--- src/achs_defines.svh ---
`ifndef ACHS_DEFINES_SVH
`define ACHS_DEFINES_SVH

// clock and tick
`define ACHS_CLK_HZ          40000000
`define ACHS_TICK_CYCLES     (`ACHS_CLK_HZ)
// casing temperature thresholds, whole degrees C (unsigned 8-bit input)
`define ACHS_T_STANDBY       8'h41
`define ACHS_T_PART          8'h3C
`define ACHS_T_FULL          8'h36
`define ACHS_T_RESTART       8'h3B
// sequence times in seconds
`define ACHS_PREHEAT_S       12'h01E
`define ACHS_START_PART_S    12'h05A
`define ACHS_START_FULL_S    12'h096
`define ACHS_FAN_COOL_S      12'h078
`define ACHS_IDLE_LIMIT_S    12'h384
`define ACHS_RUN_LIMIT_S     13'h10E0
`define ACHS_COOL_PART_S     12'h064
`define ACHS_COOL_FULL_S     12'h0AF
// fuel pump pulse periods (100 / rate in Hz) and pulse width, in centiseconds
`define ACHS_CS_CYCLES       (`ACHS_CLK_HZ / 100)
`define ACHS_PER_START_CS    12'h08F
`define ACHS_PER_PART_CS     12'h04A
`define ACHS_PER_FULL_CS     12'h025
`define ACHS_PULSE_CS        12'h00A
// fan level codes
`define ACHS_FAN_OFF         2'h0
`define ACHS_FAN_SLOW        2'h1
`define ACHS_FAN_HALF        2'h2
`define ACHS_FAN_FULL        2'h3

`endif

--- src/achs_pkg.sv ---
package achs_pkg;

    typedef enum logic [6:0] {
        ST_INACTIVE = 7'h01,
        ST_STANDBY  = 7'h02,
        ST_PREHEAT  = 7'h04,
        ST_RAMP     = 7'h08,
        ST_BURN     = 7'h10,
        ST_IDLE     = 7'h20,
        ST_COOL     = 7'h40
    } achs_state_e;

    typedef enum logic [1:0] {
        PUMP_OFF   = 2'h0,
        PUMP_START = 2'h1,
        PUMP_PART  = 2'h2,
        PUMP_FULL  = 2'h3
    } achs_pump_e;

    typedef struct packed {
        logic       circPump;
        logic       glowPlug;
        logic       flameSense;
        logic       fuelPulse;
        logic [1:0] fanLevel;
    } achs_act_s;

endpackage

--- src/achs_sequencer.sv ---
// Overview of operation
// - circulation pump runs in standby and active modes, off when inactive.
// - on enable, start circulation pump then choose standby or active by temperature.
// - enable with casing at or above 65 C gives standby, else active.
// - standby moves to active once casing drops below 65 C.
// - start sequence begins with glow preheat and slow combustion fan.
// - fuel pump starts at start rate 30 s into the start sequence.
// - ramp raises fan to half, and pump to part rate toward full load, then switch glow to flame sensing.
// - start lasts 90 s toward part load, 150 s toward full load.
// - first entry into active mode starts toward full load.
// - full load drops to part load at casing 60 C, halving rates.
// - part load holds 55..64 C, returns to full load at 54 C.
// - casing reaching 65 C during combustion enters control idle.
// - control idle stops fuel at once, fan off after two minutes.
// - idle waits above 59 C; at 59 C within 15 min restart to part.
// - after 15 min in idle, restart toward full load instead.
// - continuous combustion over 72 minutes forces control idle.
// - after run-time cooldown, restart at once toward the needed load.
// - enable lost while active stops fuel, fan and circulation keep running.
// - shutdown cool-down lasts 100 s from part load, 175 s from full.
// - fuel pump pulsed at 0.70, 1.35 and 2.70 Hz nominal.
`timescale 1ns/100ps
`include "achs_defines.svh"
`default_nettype none

module achs_sequencer #(
    parameter int TICK_CYCLES = `ACHS_TICK_CYCLES,
    parameter int CS_CYCLES   = `ACHS_CS_CYCLES
) (
    input  wire logic       ref_clk,
    input  wire logic       reset,
    input  wire logic       altPowerPin,
    input  wire logic [7:0] casingTemp,
    output logic            circPump,
    output logic            glowPlug,
    output logic            flameSense,
    output logic            fuelPump,
    output logic [1:0]      fanLevel
);

    // two-stage synchronisers for the pin inputs
    logic       enMeta_q;
    logic       enSync_q;
    logic [7:0] tempMeta_q;
    logic [7:0] temp_q;
    always_ff @(posedge ref_clk) begin
        enMeta_q   <= reset ? 1'b0 : altPowerPin;
        enSync_q   <= reset ? 1'b0 : enMeta_q;
        tempMeta_q <= reset ? 8'h00 : casingTemp;
        temp_q     <= reset ? 8'h00 : tempMeta_q;
    end

    // one-second and centisecond ticks
    logic [31:0] secCnt_q;
    logic [31:0] csCnt_q;
    logic        secTick_q;
    logic        csTick_q;
    wire         secWrap = (secCnt_q == 32'(TICK_CYCLES - 1));
    wire         csWrap  = (csCnt_q == 32'(CS_CYCLES - 1));
    always_ff @(posedge ref_clk) begin
        secCnt_q  <= (reset || secWrap) ? 32'h0 : secCnt_q + 32'h1;
        secTick_q <= !reset && secWrap;
        csCnt_q   <= (reset || csWrap) ? 32'h0 : csCnt_q + 32'h1;
        csTick_q  <= !reset && csWrap;
    end

    achs_pkg::achs_state_e state_q, state_d;
    logic [11:0] seqTime_q, seqTime_d;   // seconds in current state (since preheat start in ramp)
    logic [12:0] runTime_q, runTime_d;   // continuous combustion seconds
    logic        fullTgt_q, fullTgt_d;   // start target or running load
    logic        runTrip_q, runTrip_d;   // idle entered by run-time limit
    logic        coolFull_q, coolFull_d;

    wire hotStandby = temp_q >= `ACHS_T_STANDBY;
    wire reachPart  = temp_q >= `ACHS_T_PART;
    wire fallFull   = temp_q <= `ACHS_T_FULL;
    wire fallIdle   = temp_q <= `ACHS_T_RESTART;
    wire [11:0] startLen = fullTgt_q ? `ACHS_START_FULL_S : `ACHS_START_PART_S;
    wire [11:0] secNext  = secTick_q ? seqTime_q + 12'h001 : seqTime_q;
    wire        runOver  = runTime_q > `ACHS_RUN_LIMIT_S;
    wire        coolDone = seqTime_q >= `ACHS_FAN_COOL_S;
    wire [11:0] coolLen  = coolFull_q ? `ACHS_COOL_FULL_S : `ACHS_COOL_PART_S;

    always_comb begin
        state_d    = state_q;
        seqTime_d  = secNext;
        runTime_d  = runTime_q;
        fullTgt_d  = fullTgt_q;
        runTrip_d  = runTrip_q;
        coolFull_d = coolFull_q;
        case (state_q)
            achs_pkg::ST_INACTIVE: begin
                seqTime_d = 12'h000;
                if (enSync_q) begin
                    fullTgt_d = 1'b1;
                    state_d   = hotStandby ? achs_pkg::ST_STANDBY
                                           : achs_pkg::ST_PREHEAT;
                end
            end
            achs_pkg::ST_STANDBY: begin
                seqTime_d = 12'h000;
                if (!enSync_q) begin
                    state_d = achs_pkg::ST_INACTIVE;
                end else if (!hotStandby) begin
                    fullTgt_d = 1'b1;
                    state_d   = achs_pkg::ST_PREHEAT;
                end
            end
            achs_pkg::ST_PREHEAT: begin
                if (seqTime_q >= `ACHS_PREHEAT_S) begin
                    state_d = achs_pkg::ST_RAMP;
                end
            end
            achs_pkg::ST_RAMP: begin
                if (seqTime_q >= startLen) begin
                    state_d   = achs_pkg::ST_BURN;
                    seqTime_d = 12'h000;
                    runTime_d = 13'h0000;
                end
            end
            achs_pkg::ST_BURN: begin
                runTime_d = secTick_q ? runTime_q + 13'h0001 : runTime_q;
                if (hotStandby || runOver) begin
                    state_d   = achs_pkg::ST_IDLE;
                    runTrip_d = !hotStandby;
                    seqTime_d = 12'h000;
                end else if (fullTgt_q && reachPart) begin
                    fullTgt_d = 1'b0;
                end else if (!fullTgt_q && fallFull) begin
                    fullTgt_d = 1'b1;
                end
            end
            achs_pkg::ST_IDLE: begin
                if (coolDone && runTrip_q && !hotStandby) begin
                    fullTgt_d = fallFull;
                    runTrip_d = 1'b0;
                    state_d   = achs_pkg::ST_PREHEAT;
                    seqTime_d = 12'h000;
                end else if (coolDone && fallIdle) begin
                    fullTgt_d = seqTime_q > `ACHS_IDLE_LIMIT_S;
                    runTrip_d = 1'b0;
                    state_d   = achs_pkg::ST_PREHEAT;
                    seqTime_d = 12'h000;
                end else if (seqTime_q == 12'hFFF) begin
                    seqTime_d = seqTime_q;
                end
            end
            achs_pkg::ST_COOL: begin
                if (seqTime_q >= coolLen) begin
                    state_d   = achs_pkg::ST_INACTIVE;
                    seqTime_d = 12'h000;
                end
            end
            default: begin
                state_d = achs_pkg::ST_INACTIVE;
            end
        endcase
        // enable loss while active forces the shutdown cool-down
        if (!enSync_q && state_q != achs_pkg::ST_INACTIVE &&
            state_q != achs_pkg::ST_STANDBY && state_q != achs_pkg::ST_COOL) begin
            state_d    = achs_pkg::ST_COOL;
            coolFull_d = fullTgt_q;
            seqTime_d  = 12'h000;
        end
    end

    always_ff @(posedge ref_clk) begin
        if (reset) begin
            state_q    <= achs_pkg::ST_INACTIVE;
            seqTime_q  <= 12'h000;
            runTime_q  <= 13'h0000;
            fullTgt_q  <= 1'b1;
            runTrip_q  <= 1'b0;
            coolFull_q <= 1'b0;
        end else begin
            state_q    <= state_d;
            seqTime_q  <= seqTime_d;
            runTime_q  <= runTime_d;
            fullTgt_q  <= fullTgt_d;
            runTrip_q  <= runTrip_d;
            coolFull_q <= coolFull_d;
        end
    end

    // ramp: start rate first half, then part rate toward full load, start rate toward part load
    wire rampLate = seqTime_q >= (startLen >> 1);
    achs_pkg::achs_pump_e pumpSel;
    assign pumpSel = (state_q == achs_pkg::ST_RAMP) ?
                         ((rampLate && fullTgt_q) ? achs_pkg::PUMP_PART
                                                  : achs_pkg::PUMP_START) :
                     (state_q == achs_pkg::ST_BURN) ?
                         (fullTgt_q ? achs_pkg::PUMP_FULL : achs_pkg::PUMP_PART) :
                         achs_pkg::PUMP_OFF;

    function automatic logic [11:0] pumpPeriod(input achs_pkg::achs_pump_e sel);
        case (sel)
            achs_pkg::PUMP_START: pumpPeriod = `ACHS_PER_START_CS;
            achs_pkg::PUMP_PART:  pumpPeriod = `ACHS_PER_PART_CS;
            default:              pumpPeriod = `ACHS_PER_FULL_CS;
        endcase
    endfunction

    // fuel pump pulse generator, counted in centiseconds
    logic [11:0] pumpCnt_q;
    wire         pumpOn   = pumpSel != achs_pkg::PUMP_OFF;
    wire         pumpWrap = pumpCnt_q >= pumpPeriod(pumpSel) - 12'h001;
    always_ff @(posedge ref_clk) begin
        if (reset || !pumpOn) begin
            pumpCnt_q <= 12'h000;
        end else if (csTick_q) begin
            pumpCnt_q <= pumpWrap ? 12'h000 : pumpCnt_q + 12'h001;
        end
    end

    achs_pkg::achs_act_s act_d;
    always_comb begin
        act_d.circPump   = state_q != achs_pkg::ST_INACTIVE;
        act_d.glowPlug   = state_q == achs_pkg::ST_PREHEAT ||
                           state_q == achs_pkg::ST_RAMP;
        act_d.flameSense = state_q == achs_pkg::ST_BURN;
        act_d.fuelPulse  = pumpOn && pumpCnt_q < `ACHS_PULSE_CS;
        case (state_q)
            achs_pkg::ST_PREHEAT: act_d.fanLevel = `ACHS_FAN_SLOW;
            achs_pkg::ST_RAMP:    act_d.fanLevel = rampLate ? `ACHS_FAN_HALF
                                                            : `ACHS_FAN_SLOW;
            achs_pkg::ST_BURN:    act_d.fanLevel = fullTgt_q ? `ACHS_FAN_FULL
                                                             : `ACHS_FAN_HALF;
            achs_pkg::ST_IDLE:    act_d.fanLevel = coolDone ? `ACHS_FAN_OFF
                                                            : `ACHS_FAN_HALF;
            achs_pkg::ST_COOL:    act_d.fanLevel = `ACHS_FAN_HALF;
            default:              act_d.fanLevel = `ACHS_FAN_OFF;
        endcase
    end

    always_ff @(posedge ref_clk) begin
        circPump   <= !reset && act_d.circPump;
        glowPlug   <= !reset && act_d.glowPlug;
        flameSense <= !reset && act_d.flameSense;
        fuelPump   <= !reset && act_d.fuelPulse;
        fanLevel   <= reset ? `ACHS_FAN_OFF : act_d.fanLevel;
    end

    standby_hot_a: assert property (@(posedge ref_clk) disable iff (reset)
        state_q == achs_pkg::ST_INACTIVE && enSync_q && hotStandby
        |=> state_q == achs_pkg::ST_STANDBY)
        else $error("hot enable did not enter standby");
    circ_pump_a: assert property (@(posedge ref_clk) disable iff (reset)
        state_q != achs_pkg::ST_INACTIVE |=> circPump)
        else $error("circulation pump off while operating");
    idle_fuel_a: assert property (@(posedge ref_clk) disable iff (reset)
        state_q == achs_pkg::ST_IDLE |=> !fuelPump)
        else $error("fuel pump running in idle");
    preheat_nofuel_a: assert property (@(posedge ref_clk) disable iff (reset)
        state_q == achs_pkg::ST_PREHEAT |=> !fuelPump)
        else $error("fuel during preheat");
    cool_nofuel_a: assert property (@(posedge ref_clk) disable iff (reset)
        state_q == achs_pkg::ST_COOL |=> !fuelPump && fanLevel != `ACHS_FAN_OFF)
        else $error("cool-down outputs wrong");
    burn_hot_a: assert property (@(posedge ref_clk) disable iff (reset)
        state_q == achs_pkg::ST_BURN && hotStandby && enSync_q
        |=> state_q == achs_pkg::ST_IDLE)
        else $error("overtemperature did not enter idle");
    half_load_a: assert property (@(posedge ref_clk) disable iff (reset)
        state_q == achs_pkg::ST_BURN && fullTgt_q && reachPart && !hotStandby
        && !runOver && enSync_q |=> !fullTgt_q)
        else $error("no switch to part load");
    flame_glow_a: assert property (@(posedge ref_clk) disable iff (reset)
        !(glowPlug && flameSense))
        else $error("glow and flame sensing together");
    circ_off_a: assert property (@(posedge ref_clk) disable iff (reset)
        state_q == achs_pkg::ST_INACTIVE |=> !circPump)
        else $error("circulation pump on while inactive");
    standby_leave_a: assert property (@(posedge ref_clk) disable iff (reset)
        state_q == achs_pkg::ST_STANDBY && enSync_q && !hotStandby
        |=> state_q == achs_pkg::ST_PREHEAT && fullTgt_q)
        else $error("cooled standby did not start toward full load");
    preheat_fan_a: assert property (@(posedge ref_clk) disable iff (reset)
        state_q == achs_pkg::ST_PREHEAT |=> glowPlug && fanLevel == `ACHS_FAN_SLOW)
        else $error("preheat outputs wrong");
    preheat_len_a: assert property (@(posedge ref_clk) disable iff (reset)
        state_q == achs_pkg::ST_PREHEAT && seqTime_q < `ACHS_PREHEAT_S && enSync_q
        |=> state_q == achs_pkg::ST_PREHEAT)
        else $error("preheat ended early");
    part_fan_a: assert property (@(posedge ref_clk) disable iff (reset)
        state_q == achs_pkg::ST_BURN && !fullTgt_q |=> fanLevel == `ACHS_FAN_HALF)
        else $error("part load fan level wrong");
    full_return_a: assert property (@(posedge ref_clk) disable iff (reset)
        state_q == achs_pkg::ST_BURN && !fullTgt_q && fallFull && !hotStandby
        && !runOver && enSync_q |=> fullTgt_q)
        else $error("no return to full load");
    idle_fan_off_a: assert property (@(posedge ref_clk) disable iff (reset)
        state_q == achs_pkg::ST_IDLE && coolDone |=> fanLevel == `ACHS_FAN_OFF)
        else $error("fan still on after idle cooldown");
    idle_part_a: assert property (@(posedge ref_clk) disable iff (reset)
        state_q == achs_pkg::ST_IDLE && coolDone && fallIdle && !runTrip_q && enSync_q
        && seqTime_q <= `ACHS_IDLE_LIMIT_S
        |=> state_q == achs_pkg::ST_PREHEAT && !fullTgt_q)
        else $error("idle did not restart toward part load");
    enable_loss_a: assert property (@(posedge ref_clk) disable iff (reset)
        !enSync_q && (state_q == achs_pkg::ST_PREHEAT || state_q == achs_pkg::ST_RAMP
        || state_q == achs_pkg::ST_BURN || state_q == achs_pkg::ST_IDLE)
        |=> state_q == achs_pkg::ST_COOL)
        else $error("enable loss did not start cool-down");
    cool_end_a: assert property (@(posedge ref_clk) disable iff (reset)
        state_q == achs_pkg::ST_COOL && seqTime_q >= coolLen
        |=> state_q == achs_pkg::ST_INACTIVE)
        else $error("cool-down did not end on time");

endmodule // achs_sequencer

`default_nettype wire

--- config.mk ---
export PLATFORM = sky130hd
export DESIGN_NAME = achs_sequencer
export DESIGN_NICKNAME = d
export VERILOG_FILES = /design/src/achs_pkg.sv /design/src/achs_sequencer.sv
export VERILOG_INCLUDE_DIRS = /design/src /design/src/src
export SDC_FILE = /design/constraint.sdc
export NUM_CORES = 1
export LEC_CHECK = 0
export ABC_AREA = 1
export BUFFER_PORTS_ARGS = -buffer_cell sky130_fd_sc_hd__buf_2
export CAP_MARGIN = 10
export CORE_MARGIN = 1.5
export CORE_UTILIZATION = 35
export CTS_BUF_LIST = sky130_fd_sc_hd__clkbuf_8
export DETAILED_ROUTE_END_ITERATION = 7
export GPL_ROUTABILITY_DRIVEN = 0
export SLEW_MARGIN = 20
export SYNTH_ARGS = -nofsm -noshare
export SYNTH_HDL_FRONTEND = slang
export SYNTH_SLANG_ARGS = --single-unit
--- constraint.sdc ---
create_clock -name ref_clk -period 3.8 [get_ports ref_clk]
set_input_delay 0.19 -clock ref_clk [delete_from_list [all_inputs] [get_ports ref_clk]]
set_output_delay 0.19 -clock ref_clk [all_outputs]
set_load 0.01 [all_outputs]
* After elaboration in Yosys (flattened, before gate mapping)
Cells that the tools add are included.
Word-level totals: flip-flop bits (word level) 137, input bits 11, word-level logic and storage cells 159
Operators by class: add/sub/neg operators 6, $lt $le $gt $ge 13, equal/unequal tests 35, multiplexer cells 47, reductions and logical operators 37
Operator list (count):
- 12-bit two-way mux | 8
- 7-bit two-way mux | 10
- 32-bit by 1-bit adder with 32-bit output, second input constant | 2
- 12-bit one-hot mux with 5 select lines | 1
- 7-bit one-hot mux with 7 select lines | 1
- 32-bit by 19-bit == test with 1-bit output, second input constant | 1
- 32-bit by 26-bit == test with 1-bit output, second input constant | 1
- 13-bit two-way mux | 2
- 13-bit one-hot mux with 2 select lines | 1
- 12-bit by 1-bit adder with 12-bit output, second input constant | 2
- 12-bit by 8-bit greater-or-equal comparator with 1-bit output | 2
- 7-bit AND reduction | 3
- 3-bit != test, second input constant | 6
- 8-bit by 6-bit less-or-equal comparator with 1-bit output, second input constant | 2
- 1-bit logical AND | 16
- 8-bit two-way mux | 2
- 2-bit != test, second input constant | 8
- 8-bit one-hot mux with 2 select lines | 1
- 13-bit by 1-bit adder with 13-bit output, second input constant | 1
- 13-bit greater-than comparator, second input constant | 1
- 12-bit == test, second input constant | 1
- 12-bit greater-or-equal comparator | 1
- 12-bit by 5-bit greater-or-equal comparator with 1-bit output, second input constant | 1
- 12-bit by 7-bit greater-or-equal comparator with 1-bit output | 1
- other kinds (33) | 63

* Depth between registers and ports, before layout
Gate-level depths: netlist (run 1).
depth in word-level cells 10, gate-level depth with buffers 19

* Worst setup path before layout (run 1)
Ideal clock, no wire load.
path type register to register, start register fullTgt_q, end register pumpCnt_q[2], arrival 3143 ps, data required time 3722 ps, setup slack 579 ps, cell stages (with the launch flop) 20, period minus slack after synthesis 3221 ps, cells stage by stage dfxtp_1 > inv_1 > ha_1 > or2_2 > o21ai_0 > nand3b_1 > nand3_1 > o21ai_0 > nor2_1 > inv_1 > ha_1 > inv_1 > ha_1 > a21oi_1 > o21ai_0 > nor2_1 > nand3_1 > nand2_1 > nand2_1 > nor3_1
On the way: word-level cells in the longest chain between the ends 10
RTL lines:
- from (decl) | line achs_sequencer.sv:70 | logic fullTgt_q, fullTgt_d;
- from (signal assigned) | line achs_sequencer.sv:179 | fullTgt_q <= fullTgt_d;
- 8-bit two-way mux (no line)
- 12-bit by 7-bit greater-or-equal comparator with 1-bit output | line achs_sequencer.sv:186 | wire rampLate = seqTime_q >= (startLen >> 1);
- 1-bit logical AND | line achs_sequencer.sv:189 | ((rampLate && fullTgt_q) ? achs_pkg::PUMP_PART
- 2-bit two-way mux | line achs_sequencer.sv:189
- 2-bit two-way mux (*) | line achs_sequencer.sv:188 | assign pumpSel = (state_q == achs_pkg::ST_RAMP) ?
- 2-bit == test / 2-bit by 1-bit == test with 1-bit output (equally long branches) | line achs_sequencer.sv:196 | case (sel)
- 8-bit one-hot mux with 2 select lines | line achs_sequencer.sv:196
- 12-bit by 1-bit subtractor with 12-bit output | line achs_sequencer.sv:206 | wire pumpWrap = pumpCnt_q >= pumpPeriod(pumpSel) - 12'h001;
- 12-bit greater-or-equal comparator | line achs_sequencer.sv:206
- 12-bit two-way mux | line achs_sequencer.sv:211 | pumpCnt_q <= pumpWrap ? 12'h000 : pumpCnt_q + 12'h001;
- to (signal assigned) | line achs_sequencer.sv:211
- to (decl) | line achs_sequencer.sv:204 | logic [11:0] pumpCnt_q;
Every way passes the cells marked *; elsewhere a longest branch is shown, timed or not. A chain may end at the register's enable or synchronous reset.

* Worst setup path in the final report (run 1)
Same ends and word-level chain as after synthesis.

==> results of run 1 <==
-- worst paths after layout --
kind                       startpoint  cells past startpoint  slack, ns                        end
max            fullTgt_q$_SDFFE_PP1P_                     19       0.46  pumpCnt_q[2]$_SDFFE_PP0P_
min                             reset                      3       0.20     fullTgt_q$_SDFFE_PP1P_
max reg2reg    fullTgt_q$_SDFFE_PP1P_                     19       0.46  pumpCnt_q[2]$_SDFFE_PP0P_
min reg2reg  tempMeta_q[6]$_SDFF_PP0_                      2       0.41       temp_q[6]$_SDFF_PP0_
-- routing by layer --
layer	GRT usage, %	vias to the layer above
met2	27.3	108
met1	20.8	3145
met5	0	-
met3	3.50	23
met4	5.10	0
li1	-	3752
-- registers in the layout (all words and copies together) (netlist names) --
| signal | flops |
|---|---|
| enSync_q | 1 |
| runTrip_q | 1 |
| coolFull_q | 1 |
| secCnt_q | 32 |
| fuelPump | 1 |
| glowPlug | 1 |
| flameSense | 1 |
| csTick_q | 1 |
| secTick_q | 1 |
| seqTime_q | 12 |
| circPump | 1 |
| enMeta_q | 1 |
| runTime_q | 13 |
| fanLevel | 2 |
| pumpCnt_q | 12 |
| csCnt_q | 32 |
| fullTgt_q | 1 |
| temp_q | 8 |
| state_q | 7 |
| tempMeta_q | 8 |
-- cell families (layout without fill, tap and decap cells) --
family                     count (synthesis)  count (layout)  synth area share, %
xor gates and xnor gates                  25              25                 2.83
and+or+nand+nor                          665             665                 40.5
AOI/OAI and AO/OA                         98              98                 6.61
DFF                                      137             137                 35.5
adders and majority gates                 32              32                 5.18
buffers and inverters                    184             232                 9.37
-- power groups by stage --
stage	clock, W	sequential [W]	combinational [W]
finish	0.00128	0.00153	0.000687
global route	0.00138	0.00154	0.000789
global placement	0	0.00157	0.000674
floorplan	0	0.00157	0.000528
detailed placement	0	0.00157	0.000681
CTS	0.00132	0.00153	0.000689
-- what timing repair did --
| item | CTS | global route |
|---|---|---|
| setup buffers | 0 | 1 |
| hold buffers | 9 | 0 |
| gates resized for setup | 0 | 4 |
| hold endpoints to repair | 9 | 0 |
| endpoints found under the setup margin | 0 | 8 |
-- worst max-delay path, stage by stage, from the launching register on --
cell and delay [ns]:
dfxtp_1 0.34, inv_1 0.10, ha_1 0.32, or2_2 0.30, o21ai_1 0.13, nand3b_1 0.11, nand3_1 0.11, o21ai_0 0.13
nor2_1 0.21, inv_1 0.09, ha_1 0.32, inv_1 0.05, ha_1 0.29, a21oi_1 0.14, o21ai_0 0.09, nor2_1 0.10
nand3_1 0.10, nand2_1 0.08, nand2_2 0.11, nor3_1 0.15
-- cells in the final DEF, fill, tap and decap left out, types with 3 or more instances in the layout --
cell type and count:
nor4_1 9, nand3_1 81, nor2_4 9, xnor2_1 5, inv_1 164, nor2_1 165
nand3b_1 7, a21oi_1 71, or2_0 4, xor2_1 20, nor2_2 13, buf_2 16
ha_1 32, clkbuf_8 18, bufinv_16 3, dfxtp_1 136, nor3b_1 8, buf_4 5
nand3_2 4, dlygate4sd3_1 9, nand2_1 237, nor3_2 3, inv_2 5, nor3_1 47
nand4_1 40, inv_6 4, and3_1 3, o21ai_0 17, nand4_2 3, nand2_2 10
or2_2 16
-- per-stage QoR --
step | hold slack (ns) | utilization [%] | power (W) | setup WS [ns]
3_5_place_dp | 0.396 | 37.3 | 0.00225 | 0.310
3_3_place_gp | 0.394 | 37.3 | 0.00224 | 0.437
4_1_cts | 0.181 | 39.6 | 0.00354 | 0.307
6_report | 0.199 | 39.7 | 0.00350 | 0.464
2_1_floorplan | 0.297 | - | 0.00209 | 0.579
5_1_grt | 0.197 | 39.7 | 0.00371 | 0.0659
-- layout make-up --
cell class	count	area, um^2
Inverter	170	641
Sequential cell	137	2740
Clock inverter	14	170
Tap cell	280	350
Fill cell	2369	13100
Clock buffer	18	248
Timing Repair Buffer	30	208
Multi-Input combinational cell	820	4270
==> metrics.cfg, run 1 <==
[yosys]
netlist_top_cells_area = dfxtp_1, nand2_1, nor2_1, inv_1, nand3_1
syn_area_per_cell_um2 = 6.77
netlist_area_um2 = 7730
async_reset_ff_share_pct = 0
syn_nets = 1184
synth_most_common_cell = nand2_1
yosys_warnings = 0
netlist.area_leader.share_pct = 35.5
synth.distinct_cells = 44
synth_common_cells = nand2_1, nor2_1, inv_1
synth-seq-cells = 137
ys.flop_type = dfxtp_1
synth_edf_count = 0
yosysTopAreaCell = dfxtp_1
synth_cells = 1141
ys_seq_area_share_pct = 35.5

[route]
met1_length_um = 8570
wl_per_cell_um = 11.9
drt-initial-drc-count = 360
top_layer = met4
vias = 7028
route.detailed.drc = 0
wl_um = 17500
vias_per_cell = 4.78
drt_first_pass_iters = 5
wl_met3_um = 580
detail-route-antenna-nets = 0
wl_met2_um = 8060

[layout]
diodes = 0
nets = 1219
stdcell_count = 1469
fin_area_um2 = 8630
drive_above_1_share_pct = 10.3
area_growth_pct = 11.6

[critical_path]
cp-end-kind = flop
crit_type = flop to flop
arrival_ns = 3.71
critPathLaunchType = flop
crit_fanout = 8
required_ns = 4.18

[sta]
fin_crit_sh_pct = 87.8
maxSlewHeadroom_pct = 49.1
fmax_mhz = 300
clock_skew_ns = 0.0160
fin_crit_ns = 3.34
setup_tns_ns = 0
setup_viol = 0
hold_viol = 0
worst_pin_slew_ns = 0.752
slew_viol_final = 0
rsz0062_at_grt = no

[clocking]
cts_root_buffer = clkbuf_8
htree_levels = 4
numCtsBuffers = 17
cts_max_path_buffers = 2
cts_tree = yes
path_clk_slew_ns = 0.08
clock_latency_ns = 0.46
cts_sinks = 137

[pwr]
power_switching_w = 0.00111
sequentialPowerShare_pct = 43.8
ir_drop_mv = 0.216
p_clk_share_pct = 36.5
p_per_area_nw_per_um2 = 405
intPower_w = 0.00239
p_sw_share_pct = 31.6
p_leak_nw = 3.37
p_comb_share_pct = 19.6

[floorplan]
die_h_um = 152
rows = 54
io_pins = 17
die-area_um2 = 23000
initial_utilization_pct = 35.5
die_w_um = 152
fp.coreArea_um2 = 21800

[placed_design]
hpwl_um = 13300
place_area_um2 = 8110
placed_cells = 1427
numPortBuffers = 16

[grt]
grt-ovfl-total = 0
grt_pass1_vias = 6579
antenna_found_initial = 0
grtUsageTotal_pct = 16.3
grt_pass1_wl_um = 30000
grt_start_max_net_pins = 37

[run]
maxCapViolations = 0

[min_path]
hold_class = input port to flop

[status]
status = complete, no violations

No activity file was read; power rests on OpenSTA's default activity.
==> run 2: changes to the inputs <==
==> constraint.sdc (replaced) <==
create_clock -name ref_clk -period 3.8 [get_ports ref_clk]
set_input_delay 0 -clock ref_clk [delete_from_list [all_inputs] [get_ports ref_clk]]
set_output_delay 0 -clock ref_clk [all_outputs]
set_load 0.01 [all_outputs]
==> run 2 against run 1 <==
Fmax increased by 1.2%. Clock-buffer cell count unchanged. Combinational power decreased by 0.7%. Die area unchanged. Wire length decreased by 1.5%. First-iteration DRC count increased by 16%. Clock skew increased by 0.0012 ns. Global-route usage decreased by 0.074 points. Via count decreased by 1.4%. Hold slack got worse by 0.15 ns. Critical path type unchanged. Critical endpoint unchanged.
==> metrics.cfg, run 2 (synthesis gave the netlist of run 1 again) <==
[status]
status = complete, no violations  ; unchanged

[clocking]
numCtsBuffers = 17  ; unchanged
cts_tree = yes  ; unchanged
cts_sinks = 137  ; unchanged
path_clk_slew_ns = 0.09  ; was 0.08 ns
htree_levels = 4  ; unchanged
cts_root_buffer = clkbuf_8  ; unchanged
cts_max_path_buffers = 2  ; unchanged
clock_latency_ns = 0.45  ; was 0.46 ns

[sta]
hold_viol = 0  ; unchanged
maxSlewHeadroom_pct = 47.0  ; was 49.1%
fin_crit_ns = 3.30  ; was 3.34 ns
clock_skew_ns = 0.0172  ; was 0.0160 ns
setup_viol = 0  ; unchanged
rsz0062_at_grt = no  ; unchanged
fmax_mhz = 303  ; was 300 MHz
whs_ns = 0.0459  ; was 0.199 ns
worst_pin_slew_ns = 0.793  ; was 0.752 ns
setup_tns_ns = 0  ; unchanged
fin_crit_sh_pct = 86.8  ; was 87.8%
slew_viol_final = 0  ; unchanged

[placed_design]
hpwl_um = 13100  ; was 13300 um
place_area_um2 = 8100  ; was 8110 um^2
numPortBuffers = 16  ; unchanged

[grt]
grtUsageTotal_pct = 16.2  ; was 16.3%
antenna_found_initial = 0  ; unchanged
grt_pass1_vias = 6391  ; was 6579
grt_start_max_net_pins = 37  ; unchanged
grt-ovfl-total = 0  ; unchanged
grt_pass1_wl_um = 29900  ; was 30000 um

[route]
drt_first_pass_iters = 7  ; was 5
drt-initial-drc-count = 417  ; was 360
vias = 6927  ; was 7028
wl_per_cell_um = 11.8  ; was 11.9 um
route.detailed.drc = 0  ; unchanged
vias_per_cell = 4.72  ; was 4.78
wl_um = 17300  ; was 17500 um
detail-route-antenna-nets = 0  ; unchanged

[floorplan]
io_pins = 17  ; unchanged
rows = 54  ; unchanged
die-area_um2 = 23000  ; unchanged
initial_utilization_pct = 35.5  ; unchanged
die_w_um = 152  ; unchanged
fp.coreArea_um2 = 21800  ; unchanged
die_h_um = 152  ; unchanged

[layout]
reg_top3 = csCnt_q x32, secCnt_q x32, runTime_q x13  ; unchanged
fin_area_um2 = 8650  ; was 8630 um^2
drive_above_1_share_pct = 10.3  ; about the same
area_growth_pct = 11.9  ; was 11.6%
fillCellCount = 2360  ; was 2369
diodes = 0  ; unchanged
layout_commonest_cell = nand2_1  ; unchanged
final_cell_mix = nand2_1, nor2_1, inv_1  ; unchanged
nets = 1218  ; was 1219
utilization_pct = 39.8  ; was 39.7%

[min_path]
hold_class = input port to flop  ; unchanged
hold_start = reset  ; unchanged

[critical_path]
startpoint = fullTgt_q$_SDFFE_PP1P_  ; unchanged
crit_fanout = 8  ; unchanged
required_ns = 4.18  ; about the same
crit_slowest_cell = dfxtp_1  ; unchanged
critPathLaunchType = flop  ; unchanged
crit_type = flop to flop  ; unchanged
arrival_ns = 3.67  ; was 3.71 ns
slowest_delay_ns = 0.33  ; was 0.34 ns
cp-end-kind = flop  ; unchanged
r2r_start = fullTgt_q$_SDFFE_PP1P_  ; unchanged
crit_chain = inv_1 > ha_1 > or2_2 > o21ai_0 > nand3b_1 > nand3_1 > o21ai_0 > nor2_2 > inv_1 > ha_1 > inv_1 > ha_1 > a21oi_1 > o21ai_0 > nor2_1 > nand3_1 > nand2_1 > nand2_2 > nor3_1  ; was inv_1 > ha_1 > or2_2 > o21ai_1 > nand3b_1 > nand3_1 > o21ai_0 > nor2_1 > inv_1 > ha_1 > inv_1 > ha_1 > a21oi_1 > o21ai_0 > nor2_1 > nand3_1 > nand2_1 > nand2_2 > nor3_1

[pwr]
p_per_area_nw_per_um2 = 411  ; was 405 nW/um^2
p_leak_nw = 3.38  ; was 3.37 nW
ir_drop_mv = 0.216  ; about the same

[run]
maxCapViolations = 0  ; unchanged

-- run 2: changes by cell type in the layout (fill, tap and decap cells not counted), sizes merged --
| cell | change |
|---|---|
| clkinvlp | -2 |
| bufinv | +1 |
| buf | -1 |
| clkinv | +1 |
-- run 2: area by class of cell --
| class | instances | area, um^2 | area share, % |
|---|---|---|---|
| Inverter | 170 | 641 | 7.41 |
| Clock buffer | 18 | 248 | 2.86 |
| Multi-Input combinational cell | 820 | 4270 | 49.4 |
| Tap cell | 280 | 350 | 4.05 |
| Sequential cell | 137 | 2740 | 31.7 |
| Clock inverter | 14 | 194 | 2.24 |
| Timing Repair Buffer | 29 | 200 | 2.31 |
-- run 2: stage by stage --
step	std cells	power, W	worst slack [ns]
after global placement	1426	0.00224	0.431
after floorplan	1141	0.00209	0.579
after global routing	1468	0.00376	0.0856
after CTS	1467	0.00360	0.358
after detailed placement	1426	0.00224	0.351
final	1468	0.00355	0.503
-- run 2: critical path: cells and delay by family, from the launching register on --
family                     cells  cell delay, ns
AOI/OAI and AO/OA              4            0.53
adders and majority gates      3            0.91
buffers and inverters          3            0.22
DFF                            1            0.33
and+or+nand+nor                9            1.24
-- run 2: final timing paths --
kind	to	slack (ns)	depth (start not counted)
worst max-delay path	pumpCnt_q[2]$_SDFFE_PP0P_	0.50	19
worst min-delay path	fullTgt_q$_SDFFE_PP1P_	0.05	3
worst max register to register	pumpCnt_q[2]$_SDFFE_PP0P_	0.50	19
worst min register to register	temp_q[6]$_SDFF_PP0_	0.41	2
-- run 2: what timing repair did --
item	4_1_cts	5_1_grt
setup buffers	0	1
hold buffers	9	0
hold endpoints to repair	9	0
endpoints found under the setup margin	0	8
resized for setup	0	4
-- run 2: routing by layer --
metal | wire [um] | vias up | global-route usage (%)
met5 | 0 | - | 0
li1 | - | 3738 | -
met2 | 8030 | 89 | 26.9
met4 | 198 | 0 | 4.18
met1 | 8550 | 3085 | 21.5
met3 | 479 | 15 | 3.05
-- run 2: where the power goes --
group	internal (W)	switching [W]	leakage [nW]
clock	0.000739	0.000601	0.231
sequential	0.00149	0.0000406	1.11
combinational	0.000228	0.000454	2.04
